**src/rtl/ubt_pkg.sv**
```systemverilog
//==============================================================
// Operation
// - Device ends data-in: stop edges, drop request late
// - Release data bus soon after request drops
// - Park strobe high once stop seen
// - Capture host CRC at acknowledge end
// - Compare CRC, report first miscompare per command
// - Release strobe soon after acknowledge ends
// - Stop strobe edges when host not ready
// - Drop request quickly after host stop
// - Drive out-ready negated after acknowledge, hold
// - Assert out-ready after stop drops, hold
// - Running CRC seeded each burst, per word
// - Burst spans acknowledge assert to negate
package ubt_pkg;

  //==============================================================
  // Timing
  localparam int CLK_MHZ = 100;
  localparam int T_SS_NS = 50;
  localparam int T_AZ_NS = 10;
  localparam int T_LI_NS = 150;
  localparam int T_LL_NS = 150;
  localparam int T_RFS_NS = 75;
  localparam int T_IORDYZ_NS = 20;
  localparam int T_ZORDY_NS = 20;
  localparam int T_CYC_M0_NS = 120;
  localparam int T_CYC_M1_NS = 80;
  localparam int T_CYC_M2_NS = 60;
  localparam int T_DVS_M0_NS = 70;
  localparam int T_DVS_M1_NS = 50;
  localparam int T_DVS_M2_NS = 35;

  // Least times round up, longest times round down, never below one
  function automatic int cyc_min(input int ns);
    int c;
    c = (ns * CLK_MHZ + 999) / 1000;
    return (c < 1) ? 1 : c;
  endfunction

  function automatic int cyc_max(input int ns);
    int c;
    c = (ns * CLK_MHZ) / 1000;
    return (c < 1) ? 1 : c;
  endfunction

  // Data change lags the edge by one cycle, hence the extra cycle
  function automatic int space_of(input int cyc_ns, input int dvs_ns);
    int a;
    int b;
    a = cyc_min(cyc_ns);
    b = cyc_min(dvs_ns) + 1;
    return (a > b) ? a : b;
  endfunction

  localparam int T_SS_CYC = cyc_min(T_SS_NS);
  localparam int T_ZORDY_CYC = cyc_min(T_ZORDY_NS);
  localparam int T_AZ_CYC = cyc_max(T_AZ_NS);
  localparam int T_LI_CYC = cyc_max(T_LI_NS);
  localparam int T_LL_CYC = cyc_max(T_LL_NS);
  localparam int T_RFS_CYC = cyc_max(T_RFS_NS);
  localparam int T_IORDYZ_CYC = cyc_max(T_IORDYZ_NS);
  localparam int SPACE_M0 = space_of(T_CYC_M0_NS, T_DVS_M0_NS);
  localparam int SPACE_M1 = space_of(T_CYC_M1_NS, T_DVS_M1_NS);
  localparam int SPACE_M2 = space_of(T_CYC_M2_NS, T_DVS_M2_NS);
  localparam int TMR_W = 8;

  //==============================================================
  // CRC
  localparam logic [15:0] CRC_SEED = 16'h4ABA;
  localparam logic [15:0] CRC_POLY = 16'h1021;

  function automatic logic [15:0] crc_step(input logic [15:0] c, input logic [15:0] d);
    logic [15:0] r;
    logic fb;
    r = c;
    for (int i = 15; i >= 0; i--) begin
      fb = r[15] ^ d[i];
      r = {r[14:0], 1'b0};
      if (fb) begin
        r = r ^ CRC_POLY;
      end
    end
    return r;
  endfunction

  //==============================================================
  // Types
  typedef enum logic [2:0] {
    ST_IDLE, ST_IN_ACK, ST_IN_XFER, ST_IN_SS, ST_IN_END, ST_OUT_ACK, ST_OUT_XFER, ST_OUT_END
  } ubt_state_t;

  typedef struct packed {
    logic dmack_n;
    logic stop;
    logic hstb;
    logic [15:0] dd;
  } ubt_pin_in_t;

  typedef struct packed {
    logic dmarq;
    logic stb;
    logic stb_oe;
    logic [15:0] dd;
    logic dd_oe;
  } ubt_pin_out_t;

endpackage

```
**src/rtl/ubt_engine.sv**
```systemverilog
`timescale 1ns/1ps
`default_nettype none
module ubt_engine
  import ubt_pkg::*;
#(
  parameter int BUF_DEPTH = 2
) (
  input wire logic sys_clk,
  input wire logic nrst,
  input wire logic [1:0] mode,
  input wire logic in_req,
  input wire logic out_req,
  input wire logic dev_stop,
  input wire logic [15:0] src_data,
  input wire logic src_valid,
  output logic src_ready,
  output logic [15:0] snk_data,
  output logic snk_valid,
  input wire logic snk_ready,
  input wire logic cmd_done,
  output logic crc_err,
  output logic [15:0] err_rx,
  output logic [15:0] err_calc,
  input wire ubt_pin_in_t pin_in,
  output ubt_pin_out_t pin_out
);
  localparam int SS_MIN = T_SS_CYC;
  localparam int AZ_MAX = T_AZ_CYC;
  localparam int LI_MAX = T_LI_CYC;
  localparam int LL_MAX = T_LL_CYC;
  localparam int IORDYZ_MAX = T_IORDYZ_CYC;

  ubt_state_t state_reg, state_next;
  ubt_pin_in_t s1_reg, s2_reg, p_reg;
  ubt_pin_out_t out_reg, out_next;
  logic [TMR_W-1:0] tmr_reg, tmr_next, age_reg;
  logic [15:0] crc_reg, crc_next, rx_reg;
  logic pend_reg, pend_next, err_reg, first_reg, first_next;
  logic [15:0] erx_reg, ecalc_reg;
  logic push, buf_ready, buf_valid, stb_edge;

  //==============================================================
  // Pin views after the two-flop synchroniser
  wire dmack = ~s2_reg.dmack_n;
  wire dmack_end = s2_reg.dmack_n & ~p_reg.dmack_n;
  wire stop = s2_reg.stop;
  wire hrdy = ~s2_reg.hstb;
  wire hstb_edge = s2_reg.hstb ^ p_reg.hstb;
  wire crc_bad = (s2_reg.dd != crc_reg);
  wire chk = dmack_end && (state_reg == ST_IN_END || state_reg == ST_OUT_END);
  wire [TMR_W-1:0] space = (mode == 2'd0) ? TMR_W'(SPACE_M0) :
                           (mode == 2'd1) ? TMR_W'(SPACE_M1) : TMR_W'(SPACE_M2);
  wire tmr_done = (tmr_reg == '0);
  // Pause out-ready only once a word waits and the sink is stalled
  wire out_hold = first_reg & buf_valid & ~snk_ready;

  assign pin_out = out_reg;
  assign snk_valid = buf_valid;
  assign crc_err = err_reg;
  assign err_rx = erx_reg;
  assign err_calc = ecalc_reg;

  //==============================================================
  // Next state of the burst engine
  always_comb begin
    state_next = state_reg;
    out_next = out_reg;
    tmr_next = tmr_done ? '0 : tmr_reg - TMR_W'(1);
    crc_next = crc_reg;
    first_next = first_reg;
    src_ready = 1'b0;
    push = 1'b0;
    stb_edge = 1'b0;
    case (state_reg)
      ST_IDLE: begin
        if (in_req && src_valid) begin
          out_next.dmarq = 1'b1;
          state_next = ST_IN_ACK;
        end else if (out_req) begin
          out_next.dmarq = 1'b1;
          tmr_next = TMR_W'(T_ZORDY_CYC);
          state_next = ST_OUT_ACK;
        end
      end
      ST_IN_ACK: begin
        if (dmack) begin
          crc_next = CRC_SEED;
          out_next.stb = 1'b1;
          out_next.stb_oe = 1'b1;
          out_next.dd = src_data;
          if (!stop && hrdy && out_reg.stb_oe) begin
            out_next.dd_oe = 1'b1;
            tmr_next = space;
            state_next = ST_IN_XFER;
          end
        end
      end
      ST_IN_XFER: begin
        out_next.dd = src_data;
        if (stop) begin
          out_next.dmarq = 1'b0;
          out_next.dd_oe = 1'b0;
          out_next.stb = 1'b1;
          state_next = ST_IN_END;
        end else if (dev_stop || !src_valid) begin
          tmr_next = TMR_W'(T_SS_CYC);
          state_next = ST_IN_SS;
        end else if (tmr_done && hrdy) begin
          // Edges wait for host ready, so a pause stops them
          out_next.stb = ~out_reg.stb;
          crc_next = crc_step(crc_reg, out_reg.dd);
          src_ready = 1'b1;
          stb_edge = 1'b1;
          tmr_next = space;
        end
      end
      ST_IN_SS: begin
        if (stop || tmr_done) begin
          out_next.dmarq = 1'b0;
          out_next.dd_oe = 1'b0;
          state_next = ST_IN_END;
        end
      end
      ST_IN_END: begin
        // Acknowledge end is awaited here; a host stop parks the strobe high
        if (stop && !out_reg.stb) begin
          out_next.stb = 1'b1;
        end
        if (dmack_end) begin
          out_next.stb_oe = 1'b0;
          state_next = ST_IDLE;
        end
      end
      ST_OUT_ACK: begin
        if (!dmack) begin
          tmr_next = TMR_W'(T_ZORDY_CYC);
        end else begin
          crc_next = CRC_SEED;
          first_next = 1'b0;
          if (tmr_done && !out_reg.stb_oe) begin
            out_next.stb = 1'b1;
            out_next.stb_oe = 1'b1;
          end else if (out_reg.stb_oe && !stop) begin
            out_next.stb = 1'b0;
            state_next = ST_OUT_XFER;
          end
        end
      end
      ST_OUT_XFER: begin
        if (stop) begin
          out_next.dmarq = 1'b0;
          out_next.stb = 1'b1;
          state_next = ST_OUT_END;
        end else begin
          if (hstb_edge) begin
            push = 1'b1;
            first_next = 1'b1;
            crc_next = crc_step(crc_reg, s2_reg.dd);
          end
          out_next.stb = out_hold;
        end
      end
      ST_OUT_END: begin
        if (dmack_end) begin
          out_next.stb_oe = 1'b0;
          state_next = ST_IDLE;
        end
      end
      default: begin
        state_next = ST_IDLE;
        out_next = '0;
      end
    endcase
  end

  // First miscompare of a command wins; a new one set in the same
  // cycle as command completion still counts
  always_comb begin
    pend_next = pend_reg;
    if (cmd_done) pend_next = 1'b0;
    if (chk && crc_bad && !pend_reg) pend_next = 1'b1;
  end

  //==============================================================
  // Synchroniser and edge history
  always_ff @(posedge sys_clk or negedge nrst) begin
    if (!nrst) begin
      s1_reg <= '{dmack_n: 1'b1, stop: 1'b0, hstb: 1'b1, dd: '0};
      s2_reg <= '{dmack_n: 1'b1, stop: 1'b0, hstb: 1'b1, dd: '0};
      p_reg <= '{dmack_n: 1'b1, stop: 1'b0, hstb: 1'b1, dd: '0};
    end else begin
      s1_reg <= pin_in;
      s2_reg <= s1_reg;
      p_reg <= s2_reg;
    end
  end

  // Engine state
  always_ff @(posedge sys_clk or negedge nrst) begin
    if (!nrst) begin
      state_reg <= ST_IDLE;
      out_reg <= '0;
      tmr_reg <= '0;
      crc_reg <= CRC_SEED;
      first_reg <= 1'b0;
      age_reg <= '0;
    end else begin
      state_reg <= state_next;
      out_reg <= out_next;
      tmr_reg <= tmr_next;
      crc_reg <= crc_next;
      first_reg <= first_next;
      age_reg <= stb_edge ? '0 : (&age_reg ? age_reg : age_reg + TMR_W'(1));
    end
  end

  // CRC check at acknowledge end and error report
  always_ff @(posedge sys_clk or negedge nrst) begin
    if (!nrst) begin
      rx_reg <= '0;
      pend_reg <= 1'b0;
      err_reg <= 1'b0;
      erx_reg <= '0;
      ecalc_reg <= '0;
    end else begin
      if (chk) rx_reg <= s2_reg.dd;
      if (chk && crc_bad && !pend_reg) begin
        erx_reg <= s2_reg.dd;
        ecalc_reg <= crc_reg;
      end
      pend_reg <= pend_next;
      if (cmd_done) err_reg <= pend_reg || (chk && crc_bad);
    end
  end

  //==============================================================
  // Received data-out words; a waiting word with the sink stalled pauses the host
  ubt_fifo #(.W(16), .D(BUF_DEPTH)) u_buf (
    .sys_clk(sys_clk),
    .nrst(nrst),
    .in_data(s2_reg.dd),
    .in_valid(push),
    .in_ready(buf_ready),
    .out_data(snk_data),
    .out_valid(buf_valid),
    .out_ready(snk_ready)
  );
endmodule
`default_nettype wire

```
**src/rtl/ubt_fifo.sv**
```systemverilog
`timescale 1ns/1ps
`default_nettype none
module ubt_fifo
  import ubt_pkg::*;
#(
  parameter int W = 16,
  parameter int D = 2
) (
  input wire logic sys_clk,
  input wire logic nrst,
  input wire logic [W-1:0] in_data,
  input wire logic in_valid,
  output logic in_ready,
  output logic [W-1:0] out_data,
  output logic out_valid,
  input wire logic out_ready
);
  localparam int AW = (D > 1) ? $clog2(D) : 1;
  localparam int CW = $clog2(D + 1);

  logic [W-1:0] mem_reg [D];
  logic [AW-1:0] wp_reg, rp_reg;
  logic [CW-1:0] cnt_reg;
  wire push = in_valid & in_ready;
  wire pop = out_valid & out_ready;
  wire [AW-1:0] wp_next = (wp_reg == AW'(D - 1)) ? '0 : wp_reg + AW'(1);
  wire [AW-1:0] rp_next = (rp_reg == AW'(D - 1)) ? '0 : rp_reg + AW'(1);

  //==============================================================
  // Flags; full blocks the writer, so no word is overwritten
  assign in_ready = (cnt_reg != CW'(D));
  assign out_valid = (cnt_reg != '0);
  assign out_data = mem_reg[rp_reg];

  // One storage word per entry
  for (genvar i = 0; i < D; i++) begin : g_ent
    always_ff @(posedge sys_clk or negedge nrst) begin
      if (!nrst) begin
        mem_reg[i] <= '0;
      end else if (push && wp_reg == AW'(i)) begin
        mem_reg[i] <= in_data;
      end
    end
  end

  // Pointers and fill level
  always_ff @(posedge sys_clk or negedge nrst) begin
    if (!nrst) begin
      wp_reg <= '0;
      rp_reg <= '0;
      cnt_reg <= '0;
    end else begin
      if (push) wp_reg <= wp_next;
      if (pop) rp_reg <= rp_next;
      if (push != pop) cnt_reg <= push ? cnt_reg + CW'(1) : cnt_reg - CW'(1);
    end
  end
endmodule
`default_nettype wire

```
**config.mk**
```make
export PLATFORM = sky130hd
export DESIGN_NAME = ubt_engine
export DESIGN_NICKNAME = d
export VERILOG_FILES = /design/src/rtl/ubt_pkg.sv /design/src/rtl/ubt_engine.sv /design/src/rtl/ubt_fifo.sv
export SDC_FILE = /design/constraint.sdc
export NUM_CORES = 1
export LEC_CHECK = 0
export BUFFER_PORTS_ARGS = -buffer_cell sky130_fd_sc_hd__buf_2
export CORE_UTILIZATION = 45
export DETAILED_ROUTE_END_ITERATION = 10
export GPL_ROUTABILITY_DRIVEN = 0
export HOLD_SLACK_MARGIN = 0.03
export PLACE_DENSITY_LB_ADDON = 0.1
export SETUP_SLACK_MARGIN = 0.3
export SLEW_MARGIN = 20
export SYNTH_ARGS = -nofsm -noshare
export SYNTH_HDL_FRONTEND = slang
export SYNTH_SLANG_ARGS = --single-unit
```
**constraint.sdc**
```tcl
create_clock -name sys_clk -period 2.8 [get_ports sys_clk]
set_clock_uncertainty 0.1 [all_clocks]
set_input_delay 0.14 -clock sys_clk [delete_from_list [all_inputs] [get_ports sys_clk]]
set_output_delay 0.14 -clock sys_clk [all_outputs]
set_load 0.005 [all_outputs]
```
# Word level (Yosys, flattened, before mapping)
# Cells that the tools add are included.
# word_totals
register_bits	158
in_bits	45
out_inout_bits	71
word_cells	396
# classes
n_addsub	5
magnitude_cmp	1
n_eq_ne	34
muxes	209
n_bitwise	75
n_reduce_logical	44
# ops
cell	n
two-way mux 16 bit	114
two-way mux 13 bit	32
NOT 3 bit	31
two-way mux 8 bit	9
one-hot mux 16 bit (3 select lines)	1
two-way mux 3 bit	12
bitwise XOR 1 bit	33
!= test 2 bit, second input constant	16
one-hot mux 16 bit (2 select lines)	1
one-hot mux 8 bit (4 select lines)	1
two-way mux 1 bit	28
one-hot mux 3 bit (7 select lines)	1
two-way mux 19 bit	1
!= test 16 bit	1
!= test 3 bit, second input constant	5
AND reduction 7 bit	2
equality test 3 bit, second input constant	4
logical AND 1 bit	12
nonzero test 3 bit	4
AND reduction 10 bit	1
AND reduction 5 bit	2
one-hot mux 1 bit (3 select lines)	3
logical NOT 8 bit	1
two-way mux 4 bit	2
other kinds (25)	51

# Logic depth before layout (Yosys ltp)
# logic_depth
ltp_word	96
mapped_depth	8
mapped_depth_nobuf	7

# Hierarchy
# Synthesis repeated with hierarchy kept, for this count alone.
# unflattened
hier_cells	586
hier_area_um2	7697.4
# modules_own_cells
mod	n_inst	cells_per_inst	area_per_inst_um2
ubt_engine	1	478	6062.1
ubt_fifo	1	108	1635.3

# Least setup slack after synthesis
# Ideal clock, no wire load.
# synth_timing
path_kind	register to register
startpoint	register s2_reg (netlist bit stop)
endpoint	register tmr_reg[3]
setup_time_ns	0.129
arrival_time_ns	2.016
required_time_ns	2.571
slack_ns	0.555
stages_incl_launch_ff	7
path_buffers	1
path_cell_list	dfrtp_1 > buf_2 > or4b_2 > a221oi_1 > nor3b_1 > or2_2 > o32ai_1
# synth_via
elab_chain_len	6
elab_cells_between_ends	7
# synth_rtl
item	line	rtl
start, declared	ubt_engine.sv:34	ubt_pin_in_t s1_reg, s2_reg, p_reg;
start signal, assigned	ubt_engine.sv:189	s2_reg <= '{dmack_n: 1'b1, stop: 1'b0, hstb: 1'b1, dd: '0};
start signal, assigned	ubt_engine.sv:193	s2_reg <= s1_reg;
logical NOT 1 bit	ubt_engine.sv:91	if (!stop && hrdy && out_reg.stb_oe) begin
logical AND 1 bit (2 in series)	ubt_engine.sv:91	
two-way mux 8 bit	ubt_engine.sv:91	
two-way mux 8 bit	ubt_engine.sv:86	if (dmack) begin
one-hot mux 8 bit (4 select lines) *	ubt_engine.sv:74	case (state_reg)
named net tmr_next[3]	ubt_engine.sv:36	logic [TMR_W-1:0] tmr_reg, tmr_next, age_reg;
end signal, assigned	ubt_engine.sv:210	tmr_reg <= tmr_next;
end, declared	ubt_engine.sv:36	
# The timed path passes the listed nets; every way through them passes the cells marked *.
# A chain may end at the register's enable or synchronous reset.

# Final worst setup path
# layout_timing
startpoint	register state_reg[0]
endpoint	output port src_ready
# layout_via
elab_chain_len	2
# layout_rtl
item	line	rtl
start, declared	ubt_engine.sv:33	ubt_state_t state_reg, state_next;
start signal, assigned	ubt_engine.sv:208	state_reg <= state_next;
equality test 3 x 2 -> 1 bit	ubt_engine.sv:74	
two-way mux 1 bit	-	
end, declared	ubt_engine.sv:16	output logic src_ready,
# Every way passes these cells.

==> flow_metrics.tcl <==
set metrics [dict create \
    status "completed" \
    grt-busiest-layer "met2" \
    endpoint_kind "output port" \
    multi_input_area_um2 3580 \
    fillers 1399 \
    syn_inst 601 \
    drt_iter0_drc 315 \
    grt_pass1_wl_mm 28.6 \
    layout_common_cells "142 x dfrtp_1, 114 x buf_2, 98 x mux2_2" \
    critPathKind "reg2out" \
    wl_per_cell_um 17.3 \
    htreeDepth 4 \
    grt_use_total_pct 21.1 \
    drive_above_1_share_pct 39.0 \
    cts_buffers 17 \
    dr.pass1.iters 4 \
    grt_antenna_before_repair 0 \
    clk_pin_slew_ns 0.07 \
    cp_max_fo 14 \
    met2_usage_pct 33.7 \
    syn_to_final_growth_pct 26.4 \
    cap_violations 0 \
    synth_edf_count 0 \
    cp-startpoint "state_reg[0]" \
    drc 0 \
    wl_mm 17.6 \
    ys_seq_elements 158 \
    via_per_inst 5.23 \
    ios 116 \
    clockBufferDepth 2 \
    min_from "src_valid" \
    crit-reg2reg-launch "s2_reg[18]" \
    first_global_vias 5434 \
    start_kind "register" \
    grt_start_max_net_pins 159 \
    powerDensity_nw_per_um2 1560 \
    worst_pin_slew_ns 0.964 \
    die_area_um2 17500 \
    largest_reg_flops 32 \
    insertion_delay_ns 0.43 \
    clock_sinks 158 \
    dpl.hpwl_mm 12.5 \
    overflow 0 \
    crit_required_ns 2.56 \
    seqCellArea_um2 3970 \
    synth_ff_type "dfrtp_1" \
    hold_viol_final 0 \
    ir_drop_uv 922 \
    start_util_pct 46.1 \
    rsz0062_at_grt "true" \
    syn_area_um2 7640 \
    synthesis.nets 647 \
    grtUsageMet3_pct 4.81 \
    syn-mean-instance-area_um2 12.7 \
    ys_seq_area_share_pct 52.0 \
    synthArstFlopShare_pct 100 \
    dieHeight_um 132 \
    coreArea_um2 16600 \
    fin_nets 827 \
    final_common_cell "dfrtp_1" \
    setup_tns_ns 0 \
    rows 47 \
    relSlewSlack_pct 35.7 \
    vias 5305 \
    place.port_buffers 115 \
    post-route-period-util_pct 86.6 \
    cts_tree "built" \
    n_antenna_cell 0 \
    hp-class "in2reg" \
    cts_root_buf "clkbuf_16" \
    arrival_ns 2.18 \
    yosysWarnings 0 \
    slew_viol_final 0 \
    antenna_left 0 \
    die_w_um 132 \
    synth.distinct_cells 61 \
    fmax_mhz 413 \
    crit_chain "or3b_2 -> nand2b_2 -> nor4_4 -> buf_2" \
    period_needed_ns 2.42 \
    finalSetupViolations 0 \
    met1_usage_pct 28.4 \
    crit_buf_inv 1 \
    path_delay_family "simple AND/OR/NAND/NOR gates" \
    cp_slowest_cell "or3b_2" \
    holdWs_ns 0.0690 \
    crit_path_max_incr_delay_ns 0.55 \
    power.leakage_nw 4.37 \
]
## cells by family after synthesis
family / Yosys count / share of synthesized area, %
AOI/OAI and AO/OA: 88 / 7.53
xor gates and xnor gates: 97 / 15.1
adders and majority gates: 1 / 0.164
buffers and inverters: 32 / 1.75
DFF: 158 / 52.0
muxes: 105 / 15.4
and+or+nand+nor: 120 / 8.14
## per-stage QoR
stage | util, % | cell area [um^2] | std cells | worst slack [ns] | total power [mW]
2_1_floorplan | - | 7640 | 601 | 0.555 | 10.4
3_3_place_gp | 51.9 | 8600 | 937 | 0.358 | 12.6
3_5_place_dp | 51.9 | 8600 | 937 | 0.291 | 12.7
6_report | 58.2 | 9650 | 1014 | 0.376 | 15.0
4_1_cts | 57.9 | 9590 | 1010 | 0.299 | 15.1
5_1_grt | 58.2 | 9650 | 1014 | 0.264 | 16.0
## routing by layer
metal  part of all wire (%)  up-vias
li1                       -     2480
met1                     46     2646
met2                     47      157
met3                    5.2       22
met4                    1.5        0
met5                      0        -
## final cells by class
class	count	share of cell area, %
flip-flops and latches	158	41.2
multi-input cells	411	37.1
repair buffers	182	12.6
clock buffers	19	4.69
well taps	220	2.85
clock inverters	13	1.21
inverters	11	0.428
## synth_stat cells (5+ instances only)
library cell	instances	area share [%]
a21oi_1	22	1.4
o22ai_1	7	0.57
nand2b_1	5	0.41
nor3_1	8	0.52
xnor2_1	59	6.8
dfrtp_1	144	47
and2_1	7	0.57
nor2_1	37	1.8
clkbuf_1	8	0.39
nor2b_1	6	0.49
o21ai_0	20	1.3
xor2_1	14	1.6
mux2_2	98	14
mux2i_1	7	0.92
dfstp_2	14	4.8
nand4_1	5	0.41
nand2_1	24	1.2
inv_1	11	0.54
a31oi_1	6	0.49
xnor3_1	14	4.1
nand3_1	5	0.33
buf_2	11	0.72
## power by group
group | internal [mW] | switching [mW]
Combinational | 4.84 | 3.96
Sequential | 3.19 | 0.818
Clock | 1.22 | 1.02
## worst reg2reg max path, stage by stage (launching register included)
cell      delay, ns
dfstp_2        0.41
or4b_2         0.73
a221oi_1       0.40
nor3b_2        0.38
or2_2          0.20
o32ai_1        0.07
## path summary, 6_finish.rpt
check | endpoint | slack (ns) | cells past startpoint
worst max-delay path | src_ready | 0.38 | 4
worst min-delay path | tmr_reg[0] | 0.07 | 3
worst max register to register | tmr_reg[3] | 0.40 | 5
worst min register to register | stop | 0.25 | 0
max in group asynchronous | pin_out[4] | 1.61 | 3
min in group asynchronous | tmr_reg[5] | 0.21 | 3
## timing repair
action | 4_1_cts | 5_1_grt
resized for setup | 3 | 5
cloned | 0 | 0
setup buffers | 0 | 4
endpoints found under the setup margin | 35 | 52
pin swaps | 0 | 0
hold buffers | 41 | 0
endpoints found under the hold margin | 188 | 0
No activity file was read; power rests on OpenSTA's default activity.
